$ cat config.mk
export PLATFORM = sky130hd
export DESIGN_NAME = mcuiet_core
export DESIGN_NICKNAME = d
export VERILOG_FILES = /design/src/rtl/mcuiet_pkg.sv /design/src/rtl/mcuiet_core.sv
export SDC_FILE = /design/constraint.sdc
export NUM_CORES = 2
export LEC_CHECK = 0
export BUFFER_PORTS_ARGS = -buffer_cell sky130_fd_sc_hd__buf_4
export CAP_MARGIN = 15
export CELL_PAD_IN_SITES_DETAIL_PLACEMENT = 1
export CELL_PAD_IN_SITES_GLOBAL_PLACEMENT = 1
export CORE_ASPECT_RATIO = 2
export CORE_MARGIN = 2
export CORE_UTILIZATION = 50
export DETAILED_ROUTE_END_ITERATION = 16
export PLACE_DENSITY_LB_ADDON = 0.2
export SETUP_SLACK_MARGIN = 0.1
export SKIP_CTS_REPAIR_TIMING = 1
export SLEW_MARGIN = 30
export SYNTH_ARGS = -nofsm -noshare
export SYNTH_HDL_FRONTEND = slang
export SYNTH_SLANG_ARGS = --single-unit
$ cat constraint.sdc
create_clock -name CLK_IN -period 52.5 [get_ports CLK_IN]
set_clock_uncertainty 0.15 [all_clocks]
set_input_delay 7.875 -clock CLK_IN [delete_from_list [all_inputs] [get_ports CLK_IN]]
set_output_delay 7.875 -clock CLK_IN [all_outputs]
set_load 0.03 [all_outputs]
$ cat src/rtl/mcuiet_pkg.sv
package mcuiet_pkg;
  // Instruction cycle phases
  localparam int          PHASES_PER_CYCLE = 4;
  localparam logic [1:0]  PHASE_LAST       = 2'h3;
  localparam int          PC_W             = 12;
  localparam int          RAM_AW           = 8;
  localparam logic [7:0]  PC_LOW_ADDR      = 8'h06;
  localparam logic [7:0]  BYTE_MAX         = 8'hFF;
  localparam logic [7:0]  BYTE_ONE         = 8'h01;

  // Instruction fields
  localparam int OP_MSB  = 15;
  localparam int OP_LSB  = 12;
  localparam int SUB_MSB = 11;
  localparam int SUB_LSB = 8;
  localparam int BIT_MSB = 10;
  localparam int BIT_LSB = 8;

  typedef enum logic [3:0] {
    MCUIET_OP_ALU_M  = 4'h0,
    MCUIET_OP_ALU_X  = 4'h1,
    MCUIET_OP_MOVE_AM = 4'h2,
    MCUIET_OP_MOVE_MA = 4'h3,
    MCUIET_OP_MOVE_AX = 4'h4,
    MCUIET_OP_BSET   = 4'h5,
    MCUIET_OP_BCLR   = 4'h6,
    MCUIET_OP_SZB    = 4'h7,
    MCUIET_OP_SNZB   = 4'h8,
    MCUIET_OP_JUMP   = 4'h9,
    MCUIET_OP_CALL   = 4'hA,
    MCUIET_OP_RETURN = 4'hB,
    MCUIET_OP_TABRD  = 4'hC,
    MCUIET_OP_HALT   = 4'hD,
    MCUIET_OP_WDTCLR = 4'hE,
    MCUIET_OP_SZ     = 4'hF
  } mcuiet_op_t;

  // ALU sub-operations; bit 3 of sub selects memory destination for the memory form only
  typedef enum logic [2:0] {
    MCUIET_ALU_ADD = 3'h0,
    MCUIET_ALU_SUB = 3'h1,
    MCUIET_ALU_AND = 3'h2,
    MCUIET_ALU_OR  = 3'h3,
    MCUIET_ALU_XOR = 3'h4,
    MCUIET_ALU_COMPL = 3'h5,
    MCUIET_ALU_INC   = 3'h6,
    MCUIET_ALU_DECR  = 3'h7
  } mcuiet_alu_t;

  typedef enum logic [1:0] {
    MCUIET_ST_RUN   = 2'h0,
    MCUIET_ST_FLUSH = 2'h1,
    MCUIET_ST_HALT  = 2'h2
  } mcuiet_state_t;

  typedef struct packed {
    logic [PC_W-1:0] addr;
    logic            table_rd;
  } mcuiet_fetch_t;

  typedef struct packed {
    logic zero;
    logic carry;
  } mcuiet_flags_t;
endpackage

$ cat src/rtl/mcuiet_core.sv
`timescale 1ns/100ps
`default_nettype none
module mcuiet_core #(
  parameter int RAM_DEPTH = 256
) (
  // Clock and reset
  input  wire logic                        CLK_IN,
  input  wire logic                        RST_B_IN,
  // Program memory
  output var mcuiet_pkg::mcuiet_fetch_t    FETCH_OUT,
  input  wire logic [15:0]                 PROG_DATA_IN,
  // Status
  output logic [7:0]                       ACC_OUT,
  output var mcuiet_pkg::mcuiet_flags_t    FLAGS_OUT,
  output logic [7:0]                       TABLE_DATA_OUT,
  output logic                             CYCLE_END_OUT,
  output logic                             HALTED_OUT,
  output logic                             WDT_CLEAR_OUT
);
  import mcuiet_pkg::*;

  logic [7:0]      ram [RAM_DEPTH];
  logic [1:0]      phase_r;
  logic [PC_W-1:0] pc_r;
  logic [PC_W-1:0] ret_r;
  logic [15:0]     ir_r;
  logic [7:0]      acc_r;
  mcuiet_flags_t   flags_r;
  mcuiet_state_t   state_r;
  mcuiet_state_t   state_nxt;
  mcuiet_fetch_t   fetch_r;
  logic [7:0]      tab_r;
  logic            tab_pend_r;
  logic            cyc_end_r;
  logic            wdt_r;
  logic            halted_r;

  wire cyc_end = (phase_r == PHASE_LAST);
  wire [3:0] op_w  = ir_r[OP_MSB:OP_LSB];
  wire [3:0] sub_w = ir_r[SUB_MSB:SUB_LSB];
  wire [2:0] bit_w = ir_r[BIT_MSB:BIT_LSB];
  wire [7:0] m_addr = ir_r[7:0];
  wire [7:0] m_val  = ram[m_addr];
  wire [7:0] imm    = ir_r[7:0];
  wire       exec   = cyc_end && (state_r == MCUIET_ST_RUN);

  function automatic logic [8:0] add9(input logic [7:0] a, input logic [7:0] b);
    add9 = {1'b0, a} + {1'b0, b};
  endfunction

  function automatic logic [7:0] bitmask(input logic [2:0] i);
    bitmask = BYTE_ONE << i;
  endfunction

  // Operand select and ALU
  wire [7:0] opnd = (op_w == MCUIET_OP_ALU_X) ? imm : m_val;
  wire [2:0] aop  = sub_w[2:0];
  wire       to_m = sub_w[3] && (op_w == MCUIET_OP_ALU_M);
  wire [8:0] sum  = add9(acc_r, opnd);
  wire [8:0] dif  = add9(acc_r, ~opnd) + 9'h001;
  // Plain rotates wrap the outgoing bit; carry forms feed the old carry in
  wire       rin_r = imm[5] ? flags_r.carry : opnd[0];
  wire       rin_l = imm[5] ? flags_r.carry : opnd[7];
  wire [8:0] rotr = {opnd[0], rin_r, opnd[7:1]};
  wire [8:0] rotl = {opnd[7], opnd[6:0], rin_l};
  logic [7:0] res;
  logic       res_c;
  logic       c_upd;
  always_comb begin
    res   = 8'h00;
    res_c = flags_r.carry;
    c_upd = 1'b0;
    case (aop)
      MCUIET_ALU_ADD: begin res = sum[7:0]; res_c = sum[8]; c_upd = 1'b1; end
      MCUIET_ALU_SUB: begin res = dif[7:0]; res_c = dif[8]; c_upd = 1'b1; end
      MCUIET_ALU_AND: res = acc_r & opnd;
      MCUIET_ALU_OR:  res = acc_r | opnd;
      MCUIET_ALU_XOR: begin
        // Rotate forms share XOR slot on immediate encoding
        if (op_w == MCUIET_OP_ALU_X && imm[7]) begin
          res = imm[6] ? rotl[7:0] : rotr[7:0];
          res_c = imm[6] ? rotl[8] : rotr[8];
          c_upd = imm[5];
        end else begin
          res = acc_r ^ opnd;
        end
      end
      MCUIET_ALU_COMPL: res = ~opnd;
      MCUIET_ALU_INC:   res = opnd + BYTE_ONE;
      MCUIET_ALU_DECR:  res = opnd - BYTE_ONE;
      default:        res = 8'h00;
    endcase
  end

  // Skip and flow decisions
  wire [7:0] bset_v = m_val | bitmask(bit_w);
  wire [7:0] bclr_v = m_val & ~bitmask(bit_w);
  wire skip_w = (op_w == MCUIET_OP_SZB  && !m_val[bit_w]) ||
                (op_w == MCUIET_OP_SNZB &&  m_val[bit_w]) ||
                (op_w == MCUIET_OP_SZ   &&  m_val == 8'h00);
  wire wr_m  = to_m || op_w == MCUIET_OP_MOVE_MA ||
               op_w == MCUIET_OP_BSET || op_w == MCUIET_OP_BCLR;
  wire [7:0] wr_v = (op_w == MCUIET_OP_MOVE_MA) ? acc_r :
                    (op_w == MCUIET_OP_BSET) ? bset_v :
                    (op_w == MCUIET_OP_BCLR) ? bclr_v : res;
  wire pc_low_wr = wr_m && (m_addr == PC_LOW_ADDR);
  wire is_alu = op_w == MCUIET_OP_ALU_M || op_w == MCUIET_OP_ALU_X;
  wire is_jmp = op_w == MCUIET_OP_JUMP || op_w == MCUIET_OP_CALL;
  wire is_tab = op_w == MCUIET_OP_TABRD;
  wire flow_w = is_jmp || op_w == MCUIET_OP_RETURN || pc_low_wr ||
                skip_w || is_tab;
  // Next sequential address is the one already prefetched
  wire [PC_W-1:0] tgt = ir_r[PC_W-1:0];
  logic [PC_W-1:0] pc_nxt;
  always_comb begin
    pc_nxt    = pc_r + 12'h001;
    state_nxt = state_r;
    if (cyc_end) begin
      case (state_r)
        MCUIET_ST_RUN: begin
          if (is_jmp) begin
            pc_nxt = tgt;
            state_nxt = MCUIET_ST_FLUSH;
          end else if (op_w == MCUIET_OP_RETURN) begin
            pc_nxt = ret_r;
            state_nxt = MCUIET_ST_FLUSH;
          end else if (pc_low_wr) begin
            pc_nxt = {pc_r[PC_W-1:8], wr_v};
            state_nxt = MCUIET_ST_FLUSH;
          end else if (skip_w) begin
            state_nxt = MCUIET_ST_FLUSH;
          end else if (is_tab) begin
            // Hold the counter so the discarded prefetch is fetched again
            pc_nxt = pc_r;
            state_nxt = MCUIET_ST_FLUSH;
          end else if (op_w == MCUIET_OP_HALT) begin
            pc_nxt = pc_r;
            state_nxt = MCUIET_ST_HALT;
          end
        end
        MCUIET_ST_FLUSH: state_nxt = MCUIET_ST_RUN;
        MCUIET_ST_HALT:  pc_nxt = pc_r;
        default:         state_nxt = MCUIET_ST_RUN;
      endcase
    end else begin
      pc_nxt = pc_r;
    end
  end

  // Fetch address: table pointer in the first clock of the flush of a table read
  wire tab_fetch = exec && is_tab;
  wire [PC_W-1:0] tab_addr = {acc_r[3:0], m_val};
  mcuiet_fetch_t  fetch_nxt;
  assign fetch_nxt = tab_fetch ? mcuiet_fetch_t'{tab_addr, 1'b1} :
                                 mcuiet_fetch_t'{pc_nxt, 1'b0};

  always_ff @(posedge CLK_IN) begin
    if (!RST_B_IN) begin
      phase_r <= 2'h0;
    end else begin
      phase_r <= phase_r + 2'h1;
    end
  end

  always_ff @(posedge CLK_IN) begin
    if (!RST_B_IN) begin
      pc_r       <= '0;
      ret_r      <= '0;
      ir_r       <= '0;
      state_r    <= MCUIET_ST_FLUSH;
      fetch_r    <= '0;
      tab_pend_r <= 1'b0;
      cyc_end_r  <= 1'b0;
      halted_r   <= 1'b0;
    end else begin
      pc_r       <= pc_nxt;
      state_r    <= state_nxt;
      halted_r   <= (state_nxt == MCUIET_ST_HALT);
      cyc_end_r  <= cyc_end;
      fetch_r    <= fetch_nxt;
      if (exec && op_w == MCUIET_OP_CALL) begin
        ret_r <= pc_r;
      end
      if (cyc_end) begin
        tab_pend_r <= tab_fetch;
        // A flushed or halted cycle loads a no-op over the prefetch
        ir_r <= (state_nxt == MCUIET_ST_RUN) ? PROG_DATA_IN :
                {MCUIET_OP_WDTCLR, 12'hFFF};
      end
    end
  end

  // Accumulator, flags, memory
  always_ff @(posedge CLK_IN) begin
    if (!RST_B_IN) begin
      acc_r   <= 8'h00;
      flags_r <= '0;
      tab_r   <= 8'h00;
      wdt_r   <= 1'b0;
    end else begin
      wdt_r <= exec && op_w == MCUIET_OP_WDTCLR && !ir_r[0];
      // Table word stands on the bus only in the first flush clock
      if (cyc_end_r && tab_pend_r) begin
        tab_r <= PROG_DATA_IN[7:0];
      end
      if (exec) begin
        case (op_w)
          MCUIET_OP_MOVE_AM: acc_r <= m_val;
          MCUIET_OP_MOVE_AX: acc_r <= imm;
          default: begin
            if (is_alu && !to_m) begin
              acc_r <= res;
            end
          end
        endcase
        if (is_alu) begin
          flags_r.zero <= (res == 8'h00);
          if (c_upd) begin
            flags_r.carry <= res_c;
          end
        end
      end
    end
  end

  always_ff @(posedge CLK_IN) begin
    if (exec && wr_m) begin
      ram[m_addr] <= wr_v;
    end
  end

  assign FETCH_OUT      = fetch_r;
  assign ACC_OUT        = acc_r;
  assign FLAGS_OUT      = flags_r;
  assign TABLE_DATA_OUT = tab_r;
  assign CYCLE_END_OUT  = cyc_end_r;
  assign HALTED_OUT     = halted_r;
  assign WDT_CLEAR_OUT  = wdt_r;
endmodule
`default_nettype wire

Yosys cells after proc, flatten, opt, wreduce, memory -nomap -nowiden
Memory sizes are Yosys's and may differ from the RTL's. A register that Yosys moved wholly into a read port is not among the register bits.
Cells that the tools add are included.
{"block": "op_classes", "n_addsub": 7, "n_lt_le_gt_ge": 1, "n_eq_ne": 27, "shift": 1, "muxes": 40, "n_bitwise": 7, "n_reduce_logical": 36}
{"cell": "$mux 12", "count": 7}
{"cell": "$mux 8", "count": 9}
{"cell": "$pmux 8 s8", "count": 1}
{"cell": "$eq 4x4->1 const B", "count": 8}
{"cell": "$pmux 12 s2", "count": 1}
{"cell": "$add 8x8->9", "count": 2}
{"cell": "$and 8x8->8", "count": 2}
{"cell": "$eq 4x3->1 const B", "count": 4}
{"cell": "$logic_not 8->1", "count": 2}
{"cell": "$mux 16", "count": 1}
{"cell": "$not 8->8", "count": 2}
{"cell": "$or 8x8->8", "count": 2}
{"cell": "$pmux 8 s2", "count": 1}
{"cell": "$logic_and 1x1->1", "count": 14}
{"cell": "$mux 2", "count": 7}
{"cell": "$mux 13", "count": 1}
{"cell": "$add 12x1->12 const B", "count": 1}
{"cell": "$eq 3x3->1 const B", "count": 4}
{"cell": "$add 9x1->9 const B", "count": 1}
{"cell": "$add 8x1->8 const B", "count": 1}
{"cell": "$eq 4x2->1 const B", "count": 2}
{"cell": "$eq 8x3->1 const B", "count": 1}
{"cell": "$mux 1", "count": 8}
{"cell": "$shl 1x3->8 const A", "count": 1}
{"cell": "22 further kinds", "count": 36}
{"block": "totals", "reg_bits": 79, "mem_bits_rw": 2048, "inputBits": 18, "output_inout_bits": 34, "word_cells": 135, "mem_count": 1}
{"memory": "ram", "words": 256, "width": 8, "rd": 1, "rd_clocked_by_memory_dff": 1, "write_ports": 1, "line": "mcuiet_core.sv:22", "source": "logic [7:0] ram [RAM_DEPTH];"}

Depth between registers and ports, before layout
{"block": "depth", "word_depth": 16, "mapped_depth": 24, "depth_no_buf": 19}

Least setup slack after synthesis
Ideal clock, no wire load.
{"block": "synth_path", "path_type": "reg-to-reg", "from": "register with a tool-made name", "to": "memory ram[0][6] (data pin)", "setup_ns": 2.323, "arrival_time_ns": 14.965, "required_time_ns": 50.027, "setup_slack_ns": 35.062, "stages_incl_launch_ff": 23, "path_buffers": 5, "period_less_slack_ns": 17.438, "cell_sequence": "dfxtp_1 buf_4 buf_6 buf_2 buf_2 buf_2 mux2i_1 a22oi_1 nand2_1 o211ai_1 o32ai_2 or3_1 o21ai_0 ha_1 fa_1 o21bai_1 a21oi_1 o21bai_1 a21oi_1 xnor2_1 a22oi_1 a32o_1 a221oi_1"}
{"item": "end, declared", "line": "mcuiet_core.sv:22"}

==> results.yml <==
run_status:
  outcome: "complete, no violations"
grt:
  grtUsageTotal_pct: 33.0
  grt-busiest-layer: "met2"
  grt_pass1_vias: 51000
  grt_use_met1_pct: 33.1
  antenna_found_initial: 8
  met2_usage_pct: 58.3
  overflow: 0
  grt_max_degree: 217
  use_met3_pct: 5.31
  grt_pass1_wl_mm: 402
yosys:
  seq_area_frac_synth_pct: 73.3
  syn-num-nets: 4890
  syn_area_per_cell_um2: 17.8
  synthCells: 4835
  yosys_register_bits: 2135
  async_reset_ff_share_pct: 0
  yosysUniqueCellTypes: 93
  ys.flop_type: "edfxtp_1"
  synthTopCellsByArea: "edfxtp_1 71%, mux4_2 9.2%, mux2i_1 4.1%"
  synth-edff-count: 2048
  yosysTopAreaCell: "edfxtp_1"
  synth_top_area_share_pct: 71.3
  yosys_warnings: 0
  syn-cell-area_um2: 86300
floorplan:
  die_h_um: 591
  row_count: 215
  die-area_um2: 176000
  dieWidth_um: 298
  ioPinCount: 52
  start_util_pct: 50.3
  coreArea_um2: 171000
power_and_ir_drop:
  leakage_uw: 0.0288
  total_power_uw: 3830
  pwr_density_cell_nw_per_um2: 40.2
  vdd_ir_drop_max_v: 0.0000403
detailed_routing:
  first_iter_violations: 4445
  vias_per_cell: 6.59
  wirelength_mm: 289
  drc: 0
  routedWlPerCell_um: 39.4
  dr.pass1.iters: 7
  drtAntennaViolNets: 0
  vias: 48300
sta:
  setup_viol: 0
  drv_slew: 0
  layout_min_cycle_time_ps: 10740
  slew_headroom_pct: 20.3
  hold_violations: 0
  max_freq_mhz: 93.1
  period_share_pct: 20.5
  rsz0062_at_grt: "no"
  worst_slew_pin_slew_ps: 1190
  tns_ps: 0
place:
  place.gp.congestion: 0.962
  dpl.hpwl_mm: 191
  port_buffers: 51
clocking:
  htree_levels: 4
  cts_tree: "built"
  cts_inserted_buffers: 187
  cts_sinks: 2135
  clk_path_buf_depth: 4
  clk-insertion-delay-late_ps: 850
  clkSlewWorstSetupHoldPaths_ps: 70
  cts-root-buf: "clkbuf_16"
min_path:
  min_delay_worst_endpoint: "phase_r[0]"
  worstHoldPathType: "flop to flop"
  hp-start: "phase_r[0]"
  hold_depth: 1
worst_setup_path:
  worstPathRequired_ps: 52820
  cp_max_fo: 177
  end_kind: "flop"
  slowest_stage: "o32ai_2"
  r2r_cells: 22
  r2r_end: "ram[89][4]"
  critPathMostFrequentCell: "buf_4"
  critPathLaunchType: "flop"
  max_stage_delay_ps: 920
  r2r_setup_slack_ps: 41760
  cp.arrival_ps: 11060
  crit_path_cell_trace: "buf_12 > buf_4 > buf_4 > buf_4 > mux4_2 > a22oi_1 > a21oi_1 > o32ai_2 > or3_1 > o21ai_0 > buf_4 > ha_1 > fa_1 > o21bai_1 > a21oi_1 > xnor2_1 > o211ai_1 > and3_1 > a221oi_1 > o21bai_1 > inv_12 > buf_4"
  worst-setup-path-type: "flop to flop"
finish:
  final_cell_mix: "2048 x edfxtp_1, 353 x mux4_2, 348 x mux2i_1, 333 x nor2_1, 209 x a22oi_1"
  syn2layout_area_growth_pct: 10.4
  drive_gt1_share_pct: 18.1
  layout_commonest_cell: "edfxtp_1"
  nets: 4974
flow_run:
  drv_cap: 0
synthesized netlist by cell type, types with 8 or more instances:
master    number
a211oi_1      18
a21oi_1      134
a221oi_1      39
a22o_1        25
a22oi_1      210
a31oi_1       38
and2_1        20
and3_1        13
buf_1         13
buf_2         75
buf_4         33
buf_6         27
clkbuf_1     154
dfxtp_1       87
edfxtp_1    2048
ha_1          34
inv_1         48
mux2_2         8
mux2i_1      353
mux4_2       353
nand2_1      164
nand2b_1      24
nand3_1      107
nand4_1       29
nor2_1       351
nor2b_1       27
nor3_1        38
nor4_1        16
o211ai_1      34
o21ai_0       91
o21bai_1      12
o22ai_1       25
o31ai_1       10
or3_1         11
or4_1          9
xnor2_1       19
per-stage QoR:
step / worst slack [ps] / hold slack, ps / instance area (um^2) / std cells / utilization [%]
after floorplan: 35060 / 249 / 86300 / 4835 / -
after global placement: 41880 / 279 / 89200 / 6995 / 52.1
after detailed placement: 41750 / 278 / 89400 / 7001 / 52.2
after CTS: 41740 / 289 / 95100 / 7318 / 55.5
after global routing: 41560 / 306 / 95300 / 7326 / 55.6
final: 41760 / 285 / 95300 / 7327 / 55.6
how the worst max path moves through the flow:
stage | start | endpoint | slack (ps) | cells after the start
finish | flop | ram[89][4] | 41760 | 22
CTS | flop | ram[123][1] | 41740 | 20
detailed placement | flop | ram[220][1] | 41750 | 20
global route | flop | ram[8][4] | 41560 | 22
global placement | flop | ram[200][1] | 41880 | 20
floorplan | flop | ram[0][6] | 35060 | 22
layer usage:
metal	share of wire (%)	vias up	wire length, um
li1	-	19700	-
met1	31	25400	88300
met2	52	2253	151000
met3	5.8	905	16700
met4	11	4	32200
met5	0.0087	-	25
state kept, by name, summed over array words and instances, names as in the netlist, named ones only:
signal          count
tab_pend_r          1
WDT_CLEAR_OUT       1
phase_r             2
ACC_OUT             8
ram              2048
FLAGS_OUT           2
FETCH_OUT          13
CYCLE_END_OUT       1
ir_r               16
ret_r              12
state_r             2
pc_r               12
TABLE_DATA_OUT      8
HALTED_OUT          1
cells by family (layout without fill, tap and decap cells):
group,Yosys count,after routing,share of synthesized area [%]
xor+xnor,25,25,0.254
mux,714,714,13.4
simple gates,848,848,4.56
compound gates,721,721,5.82
other cells,0,2,0
fa+ha+maj,37,37,0.563
buf+inv,355,567,2.08
flops,2135,2135,73.3
layout make-up:
class / instances / area (um^2)
antenna: 2 / 5.00
clock buffer: 230 / 4970
clock inverter: 87 / 733
fill: 15300 / 76100
inverter: 50 / 208
multi-input combinational: 2345 / 21600
sequential: 2135 / 63300
tap: 2278 / 2850
timing repair buffer: 200 / 1710
worst max-delay path, delay by kind of cell (launching register included):
family,cells,cell delay [ps]
buffers and inverters,7,3800
AOI/OAI and AO/OA,9,3010
xor gates and xnor gates,1,170
and+or+nand+nor,2,660
muxes,1,450
DFF,1,860
adders and majority gates,2,680
where the power goes:
group | leakage [uW] | switching [uW] | total [uW] | internal, uW
registers | 0.0191 | 5.03 | 2040 | 2040
logic | 0.00692 | 354 | 443 | 89.1
clock network | 0.00276 | 614 | 1340 | 729
(Power assumes the default switching activity.)
